`config.mk`:
```
export PLATFORM = sky130hd
export DESIGN_NAME = wwdt_top
export DESIGN_NICKNAME = d
export VERILOG_FILES = /design/src/common/wwdt_pkg.sv /design/src/core/wwdt_top.sv
export SDC_FILE = /design/constraint.sdc
export NUM_CORES = 1
export LEC_CHECK = 0
export ABC_CLOCK_PERIOD_IN_PS = 4400
export BUFFER_PORTS_ARGS = -buffer_cell sky130_fd_sc_hd__buf_2
export CAP_MARGIN = 20
export CORE_MARGIN = 2
export CORE_UTILIZATION = 58
export DETAILED_ROUTE_END_ITERATION = 6
export GPL_ROUTABILITY_DRIVEN = 0
export PLACE_DENSITY = 0.86
export RECOVER_POWER = 50
export SLEW_MARGIN = 15
export SYNTH_ARGS = -nofsm -noshare
export SYNTH_HDL_FRONTEND = slang
export SYNTH_SLANG_ARGS = --single-unit
```
`constraint.sdc`:
```
create_clock -name i_core_clk -period 4.4 [get_ports i_core_clk]
set_input_delay 0.88 -clock i_core_clk [delete_from_list [all_inputs] [get_ports i_core_clk]]
set_output_delay 0.88 -clock i_core_clk [all_outputs]
set_load 0.01 [all_outputs]
```
`src/common/wwdt_pkg.sv`:
```
// constants and types shared by the windowed watchdog timer
package wwdt_pkg;
    localparam logic [3:0] WWDT_OFS_CTRL = 4'h0;
    localparam logic [3:0] WWDT_OFS_MODE = 4'h4;
    localparam logic [3:0] WWDT_OFS_STAT = 4'h8;
    localparam int WWDT_CNT_W = 12;
    localparam int WWDT_PRE_DIV = 128;
    localparam logic [7:0] WWDT_KEY = 8'ha5;
    localparam int WWDT_KEY_LSB = 24;
    localparam int WWDT_RESTART_BIT = 0;
    localparam int WWDT_UNF_BIT = 0;
    localparam int WWDT_ERR_BIT = 1;
    localparam logic [31:0] WWDT_MODE_RST = 32'h3fff2fff;
    localparam logic [31:0] WWDT_MODE_MASK = 32'h3fffffff;

    // field layout of the mode register, msb first
    typedef struct packed {
        logic [1:0] rsvd;
        logic idle_halt;
        logic debug_halt;
        logic [11:0] restart_window_limit;
        logic watchdog_disable;
        logic processor_only_reset;
        logic fault_reset_enable;
        logic fault_irq_enable;
        logic [11:0] counter_load_value;
    } wwdt_mode_t;

    // status flags
    typedef struct packed {
        logic window_error_flag;
        logic underflow_flag;
    } wwdt_stat_t;
endpackage

```
`src/core/wwdt_top.sv`:
```
// windowed watchdog timer: counter, prescaler, registers and fault request
`timescale 1ns/1ps
// What this block does
// - twelve-bit down counter reloaded from load value
// - counter ticks once per slow clock over 128
// - reset: load all ones, running, reset enabled
// - mode register writable once until processor reset
// - mode write reloads counter and restarts counting
// - control write needs key a5, else discarded
// - accepted restart reloads counter and clears prescaler
// - underflow sets flag, fault if reset enabled
// - restart at or below window limit accepted
// - restart above limit: error flag and fault
// - limit at or above load disables window check
// - flags raise interrupt only when irq enabled
// - status read or reset clears flags, irq, fault
// - fault reset clears processor and watchdog state
// - processor-only bit picks processor or all resets
// - debug halt stops counter in debug state
// - idle halt stops counter in idle mode
// - disable bit stops counting, clear enables it
// - mode register resets to 3fff2fff
module wwdt_top
    import wwdt_pkg::*;
(
    input wire logic i_core_clk, // core clock, 20 mhz
    input wire logic i_reset, // synchronous processor reset, active high
    input wire logic i_slow_clk, // slow clock level, sampled
    input wire logic i_debug_state, // processor in debug state, async
    input wire logic i_idle_mode, // system in idle mode, async
    input wire logic [3:0] i_addr, // register byte address
    input wire logic [31:0] i_wdata, // write data
    input wire logic i_wr, // write strobe
    input wire logic i_rd, // read strobe
    output logic [31:0] o_rdata, // read data, cycle after read strobe
    output logic o_irq, // watchdog interrupt, level
    output logic o_fault, // fault request to reset controller, level
    output logic o_proc_only // fault asks processor reset only
);
    logic [2:0] slow_sync_q;
    logic [2:0] dbg_sync_q;
    logic [2:0] idle_sync_q;
    logic slow_lvl_q;
    logic dbg_lvl_q;
    logic idle_lvl_q;
    logic slow_primed_q;
    wwdt_mode_t mode_q;
    logic mode_locked_q;
    logic [WWDT_CNT_W-1:0] cnt_q;
    logic [$clog2(WWDT_PRE_DIV)-1:0] pre_q;
    wwdt_stat_t stat_q;
    logic fault_q;
    logic [31:0] rdata_q;
    logic slow_rise;
    logic running;
    logic tick;
    logic mode_wr;
    logic ctrl_wr;
    logic restart_ok;
    logic restart_bad;
    logic stat_rd;
    logic underflow;

    // three-stage synchronisers; only stages 1 and 2 are looked at
    always_ff @(posedge i_core_clk) begin
        slow_sync_q <= {slow_sync_q[1:0], i_slow_clk};
        dbg_sync_q <= {dbg_sync_q[1:0], i_debug_state};
        idle_sync_q <= {idle_sync_q[1:0], i_idle_mode};
    end

    // a level change counts only once two settled stages agree
    always_ff @(posedge i_core_clk) begin
        if (i_reset) begin
            slow_lvl_q <= 1'b0;
            dbg_lvl_q <= 1'b0;
            idle_lvl_q <= 1'b0;
            slow_primed_q <= 1'b0;
        end else begin
            if (slow_sync_q[1] == slow_sync_q[2]) slow_lvl_q <= slow_sync_q[2];
            if (dbg_sync_q[1] == dbg_sync_q[2]) dbg_lvl_q <= dbg_sync_q[2];
            if (idle_sync_q[1] == idle_sync_q[2]) idle_lvl_q <= idle_sync_q[2];
            if (slow_sync_q[1] == slow_sync_q[2]) slow_primed_q <= 1'b1;
        end
    end

    // the first settled level after reset only primes the detector, so a slow clock
    // parked high across reset does not count as a rise
    assign slow_rise = slow_primed_q && (slow_sync_q[1] == slow_sync_q[2])
        && slow_sync_q[2] && !slow_lvl_q;

    // bus decode
    assign mode_wr = i_wr && (i_addr == WWDT_OFS_MODE) && !mode_locked_q;
    assign ctrl_wr = i_wr && (i_addr == WWDT_OFS_CTRL)
        && (i_wdata[WWDT_KEY_LSB +: 8] == WWDT_KEY)
        && i_wdata[WWDT_RESTART_BIT];
    // window check; a limit at or above load covers the whole range
    assign restart_ok = ctrl_wr && (cnt_q <= mode_q.restart_window_limit);
    assign restart_bad = ctrl_wr && !restart_ok;
    assign stat_rd = i_rd && (i_addr == WWDT_OFS_STAT);

    // stopped by disable, or by halts while debug or idle is active
    assign running = !mode_q.watchdog_disable
        && !(mode_q.debug_halt && dbg_lvl_q)
        && !(mode_q.idle_halt && idle_lvl_q);
    assign tick = running && slow_rise && (pre_q == $bits(pre_q)'(WWDT_PRE_DIV - 1));
    assign underflow = tick && (cnt_q == '0);

    // mode register, write once per processor reset
    always_ff @(posedge i_core_clk) begin
        if (i_reset) begin
            mode_q <= wwdt_mode_t'(WWDT_MODE_RST);
            mode_locked_q <= 1'b0;
        end else if (mode_wr) begin
            mode_q <= wwdt_mode_t'(i_wdata & WWDT_MODE_MASK);
            mode_locked_q <= 1'b1;
        end
    end

    // prescaler: cleared on any reload so a restart gets a full period
    always_ff @(posedge i_core_clk) begin
        if (i_reset || mode_wr || restart_ok) begin
            pre_q <= '0;
        end else if (running && slow_rise) begin
            pre_q <= pre_q + 1'b1;
        end
    end

    // down counter; after underflow it reloads and keeps guarding
    always_ff @(posedge i_core_clk) begin
        if (i_reset) begin
            cnt_q <= WWDT_MODE_RST[WWDT_CNT_W-1:0];
        end else if (mode_wr) begin
            cnt_q <= i_wdata[WWDT_CNT_W-1:0];
        end else if (restart_ok || underflow) begin
            cnt_q <= mode_q.counter_load_value;
        end else if (tick) begin
            cnt_q <= cnt_q - 1'b1;
        end
    end

    // sticky flags: a new event in the read cycle wins over the clear
    always_ff @(posedge i_core_clk) begin
        if (i_reset) begin
            stat_q <= '0;
        end else begin
            stat_q.underflow_flag <= underflow || (stat_q.underflow_flag && !stat_rd);
            stat_q.window_error_flag <= restart_bad
                || (stat_q.window_error_flag && !stat_rd);
        end
    end

    // fault request, held until a status read or reset
    always_ff @(posedge i_core_clk) begin
        if (i_reset) begin
            fault_q <= 1'b0;
        end else if ((underflow && mode_q.fault_reset_enable) || restart_bad) begin
            fault_q <= 1'b1;
        end else if (stat_rd) begin
            fault_q <= 1'b0;
        end
    end

    // read data, valid only in the cycle after the strobe
    always_ff @(posedge i_core_clk) begin
        if (i_reset) begin
            rdata_q <= '0;
        end else if (i_rd) begin
            case (i_addr)
                WWDT_OFS_MODE: rdata_q <= 32'(mode_q);
                WWDT_OFS_STAT: rdata_q <= {30'h0, stat_q};
                default: rdata_q <= '0;
            endcase
        end else begin
            rdata_q <= '0;
        end
    end

    assign o_rdata = rdata_q;
    assign o_irq = mode_q.fault_irq_enable && (|stat_q);
    assign o_fault = fault_q;
    assign o_proc_only = mode_q.processor_only_reset;
endmodule // wwdt_top

```
======== Word-level counts from Yosys, hierarchy flattened ========
Cells that the tools add are included.
operators by class
  $add $sub $neg .......................... 2
  order comparisons ....................... 1
  equality and inequality tests ........... 7
  mux-type cells .......................... 6
  bitwise logic cells ..................... 1
  reductions and logical operators ........ 41
operators by type and width
  cell                                                 number
  case mux 30 bit (2 select lines)                     1
  2-to-1 mux 12 bit                                    3
  logical AND 1 bit                                    22
  <= comparator 12 bit                                 1
  logical NOT 12 bit                                   1
  subtractor 12 x 1 -> 12 bit (second input constant)  1
  == test 8 bit (second input constant)                1
  adder 7 x 1 -> 7 bit (second input constant)         1
  == test 7 bit (second input constant)                1
  logical NOT 1 bit                                    7
  logical OR 1 bit                                     6
  == test 4 x 3 -> 1 bit (second input constant)       1
  == test 4 bit (second input constant)                1
  logical NOT 4 bit                                    1
  OR reduction 2 bit                                   2
  == test 1 bit                                        3
  nonzero test 3 bit                                   1
  2-to-1 mux 1 bit                                     2
  nonzero test 2 bit                                   1
  NOT 1 bit                                            1
word-level totals
  bits in registers ....................... 98
  bits of input ports ..................... 43
  output and inout bits ................... 35
  logic and storage cells ................. 80

======== Logic depth before layout (Yosys ltp) ========
  depth after elaboration ................. 10
  gate-level depth with buffers ........... 10

======== Worst setup path before layout ========
No wires, ideal clock.
  path kind ............................... input port to flip-flop
  start ................................... input i_wdata[25]
  end ..................................... register cnt_q[2]
  library setup time ...................... 0.127 ns
  arrival time ............................ 2.371 ns
  required time ........................... 4.273 ns
  slack ................................... 1.901 ns
  cell stages on the path ................. 7
  path through ............................ and4bb_1 > nand4_2 > or2_4 > o311a_4 > and3_4 > a221oi_2 > o21ai_1
between the ends
  word-level cells in the longest chain between the ends .. 7
  elaborated cells between the ends (all ways) .. 8
  those cells by class .................... 1 x eq/ne; 2 x mux; 5 x reduce/logical
RTL lines
  item                    RTL line         source
  start: declaration      wwdt_top.sv:32   input wire logic [31:0] i_wdata,
  == test 8 bit (*)       wwdt_top.sv:94   && (i_wdata[WWDT_KEY_LSB +: 8] == WWDT_KEY)
  logical AND 1 bit (*)   wwdt_top.sv:94
  logical AND 1 bit (*)   wwdt_top.sv:95   && i_wdata[WWDT_RESTART_BIT];
  logical AND 1 bit (*)   wwdt_top.sv:97   assign restart_ok = ctrl_wr && (cnt_q <= mode_q.restart_window_limit);
  logical OR 1 bit (*)    wwdt_top.sv:134  end else if (restart_ok || underflow) begin
  2-to-1 mux 12 bit       wwdt_top.sv:134
  2-to-1 mux 12 bit       wwdt_top.sv:132  end else if (mode_wr) begin
  end signal: assignment  wwdt_top.sv:131  cnt_q <= WWDT_MODE_RST[WWDT_CNT_W-1:0];
  end signal: assignment  wwdt_top.sv:133  cnt_q <= i_wdata[WWDT_CNT_W-1:0];
  end signal: assignment  wwdt_top.sv:135  cnt_q <= mode_q.counter_load_value;
  end: declaration        wwdt_top.sv:49   logic [WWDT_CNT_W-1:0] cnt_q;
Mark *: on every way between the ends. The rest lies on a longest branch, timed or not.
A chain may end at the register's enable or synchronous reset.

======== Worst setup path in the final report ========
  start ................................... input i_reset
  end ..................................... register rdata_q[28] (netlist: o_rdata[28])
between the ends
  word-level cells in the longest chain between the ends .. 1
RTL lines
  item                                 RTL line         source
  start: declaration                   wwdt_top.sv:27   input wire logic i_reset,
  OR reduction 2 bit (no source line)  -
  end signal: assignment               wwdt_top.sv:169  WWDT_OFS_MODE: rdata_q <= 32'(mode_q);
  end signal: assignment               wwdt_top.sv:170  WWDT_OFS_STAT: rdata_q <= {30'h0, stat_q};
  end: declaration                     wwdt_top.sv:53   logic [31:0] rdata_q;
Every way passes these cells.

==> results.ini <==
[grt]
grt-ovfl-total=0
groute.usage.overall=0.2454
grtUsageMet1=0.3047
use_met2=0.4048
antenna_found_initial=0
grt_pass1_wl_um=14210
grt_pass1_vias=3115
grt_max_degree=39
grtUsageMet3=0.06449
top_usage_layer=met2

[drt]
vias_per_cell=5.634
drtIter0Drc=150
vias=3189
dr.pass1.iters=4
drc=0
drt-total-wl_um=8573
antenna_left=0
wire_per_inst_um=15.15

[synth]
synth-seq-area-share=0.4968
synthXorXnorAreaFrac=0.03622
synth-simple-area-share=0.2312
synth_area_leader_cell=dfxtp_1
synth_top_family_by_area=simple AND/OR/NAND/NOR gates
synth.distinct_cells=57
synth_seq_cells=96
synth_edf_count=0
synth_area_um2=3869
async_reset_ff_frac=0
yosysWarnings=0
ys.flop_type=dfxtp_1
syn_avg_cell_area_um2=9.322
synth_fa_ha_area_frac=0.04528
synth_top_area_share=0.4968
netlist_instances=415
synthMuxAreaShare=0.01552
synth_compound_area_frac=0.1387
synth_area_leaders=dfxtp_1 50%, nand2_1 6.2%, and2_1 4.9%

[pwr]
p_int_uw=1140
p_sw_uw=380.8
power_switching_share=0.2504
p_comb_frac=0.065
clockPowerShare=0.344
power_per_cell_area_nw_per_um2=345.8
p_leak_uw=0.001896
ir_drop_mv=0.3215
seqPwrFrac=0.591

[placement]
place_inst=550
portBuffers=75
dp_hpwl_um=6135

[clocking]
cts_resized=0
holdBufCountCts=0
htreeDepth=3
cts_root_buf=clkbuf_8
cts_buffers=9
post_cts_buffers=0
cts.clk_slew.worst_paths_ps=90
tritoncts=yes
clock_latency_ps=360
cts_sinks=96
clockBufferDepth=2

[sta]
min_period_ps=3271
worstMarginPinSlew_ps=1341
relSlewSlack=0.1059
tns_ps=0
rsz0062_at_grt=false
hold_violations=0
setup_viol=0
clock_skew_ps=9.060
fmax_mhz=305.8
hold_ws_ps=335.4
period_share=0.7433
slew_viol_final=0

[worst_setup_path]
reg2reg_to=cnt_q[9]$_SDFFE_PP1P_
ff2ff_path_depth=7
setup.worst_path.start_class=input port
cp_max_fo=28
reg2reg_slack_ps=1400
max_stage_delay_ps=960
cp.required_ps=4650
cp_cell_sequence=clkbuf_1 -> inv_1 -> and3_1 -> and2_1
crit_arrival_ps=3520
path_delay_family=buffers and inverters
r2r_start=idle_lvl_q$_SDFFE_PP0N_
worstSetupPathType=in -> reg
crit_slowest_cell=clkbuf_1
critPathCaptureType=flop
cp_num_buf_inv=2

[finish]
antennaDiodeCount=0
instances_no_fill=566
fin_nets=541
fin_util=0.6887
syn_to_final_growth_pct=13.68
layout-drive-gt1-share=0.1452

[die]
dieHeight_um=85.67
die-area_um2=7339
rows=29
ios=78
initial_core_util=0.6058
die_w_um=85.67
coreArea_um2=6386

[run]
maxCapViolCount=0

[hold_path]
holdPathStages=0
holdCritStartpoint=slow_sync_q[0]$_DFF_P_
holdCritPathClass=reg -> reg
min_to=slow_sync_q[1]$_DFF_P_

[run_status]
status=complete, no violations

per-layer routing:
metal | vias to the layer above | routed length (um)
met5 | - | 0
met4 | 0 | 208
met2 | 88 | 4211
met3 | 20 | 491
met1 | 1512 | 3662
li1 | 1569 | -
stage by stage:
stage / area, um2 / total power (uW) / setup WS (ps)
CTS: 4458 / 1535 / 1759
detailed placement: 4279 / 1018 / 1357
global placement: 4279 / 1014 / 1455
global route: 4398 / 1579 / 916.2
finish: 4398 / 1521 / 1129
floorplan: 3872 / 979.4 / 1901
flip-flops by register name, summed over array words and instances (netlist names), 2 cells and up:
name         cells
cnt_q           12
mode_q          29
stat_q           2
slow_sync_q      3
o_rdata         30
idle_sync_q      3
pre_q            7
dbg_sync_q       3
kinds of logic after synthesis:
family	count (synthesis)
AND/OR/NAND/NOR	170
flip-flops	96
AO/OA/AOI/OAI	78
buffers and inverters	34
XOR/XNOR	16
adder cells (fa/ha/maj)	14
multiplexers	6
other	1
cell type report:
cell class,instances,area [um2]
Clock inverter,7,55.05
Tap cell,77,96.34
Timing Repair Buffer,76,339.1
Fill cell,512,1988
Multi-Input combinational cell,286,1805
Sequential cell,96,1922
Inverter,15,56.30
Clock buffer,9,123.9
how the worst max path moves through the flow:
| stage | start | to | slack (ps) | depth (start not counted) |
|---|---|---|---|---|
| after floorplan | i_wdata[25] | cnt_q[2]$_SDFFE_PP1P_ | 1900 | 7 |
| after global placement | i_addr[1] | pre_q[4]$_SDFFE_PP0P_ | 1460 | 8 |
| after detailed placement | i_addr[1] | pre_q[1]$_SDFFE_PP0P_ | 1360 | 8 |
| after CTS | i_addr[1] | pre_q[1]$_SDFFE_PP0P_ | 1760 | 8 |
| after global routing | i_reset | o_rdata[28]$_SDFF_PP0_ | 920 | 4 |
| final | i_reset | o_rdata[28]$_SDFF_PP0_ | 1130 | 4 |
placed cells by master (no fill, tap or decap), drive strengths merged, types with 3 or more instances in the layout:
cell	instances
dfxtp	96
inv	18
nor3	12
clkbuf	44
mux2i	6
or3	6
ha	14
o21ai	14
and2	30
nor2	21
nor4	4
xor2	8
a21oi	28
nand4	8
clkinv	3
nand3	10
xnor2	8
o211ai	13
nand2	65
a22oi	3
buf	41
nand2b	3
power by group through the flow:
stage,Sequential [uW],Clock (uW),Combinational (uW)
floorplan,916,0,63.3
global placement,918,0,96.8
detailed placement,919,0,99.8
CTS,899,536,101
global route,901,568,109
finish,899,524,98.5
synth_stat cells (all sizes together) (2+ instances only):
master / n
a21oi: 28
a22oi: 3
a41oi: 2
and2: 30
and3: 2
buf: 4
clkbuf: 15
dfxtp: 96
ha: 14
inv: 15
mux2i: 6
nand2: 65
nand2b: 3
nand3: 10
nand4: 8
nor2: 21
nor3: 12
nor3b: 2
nor4: 4
o211ai: 13
o21a: 2
o21ai: 14
o21bai: 2
o31a: 2
or2: 2
or3: 6
xnor2: 8
xor2: 8
No activity file was read; power rests on OpenSTA's default activity.
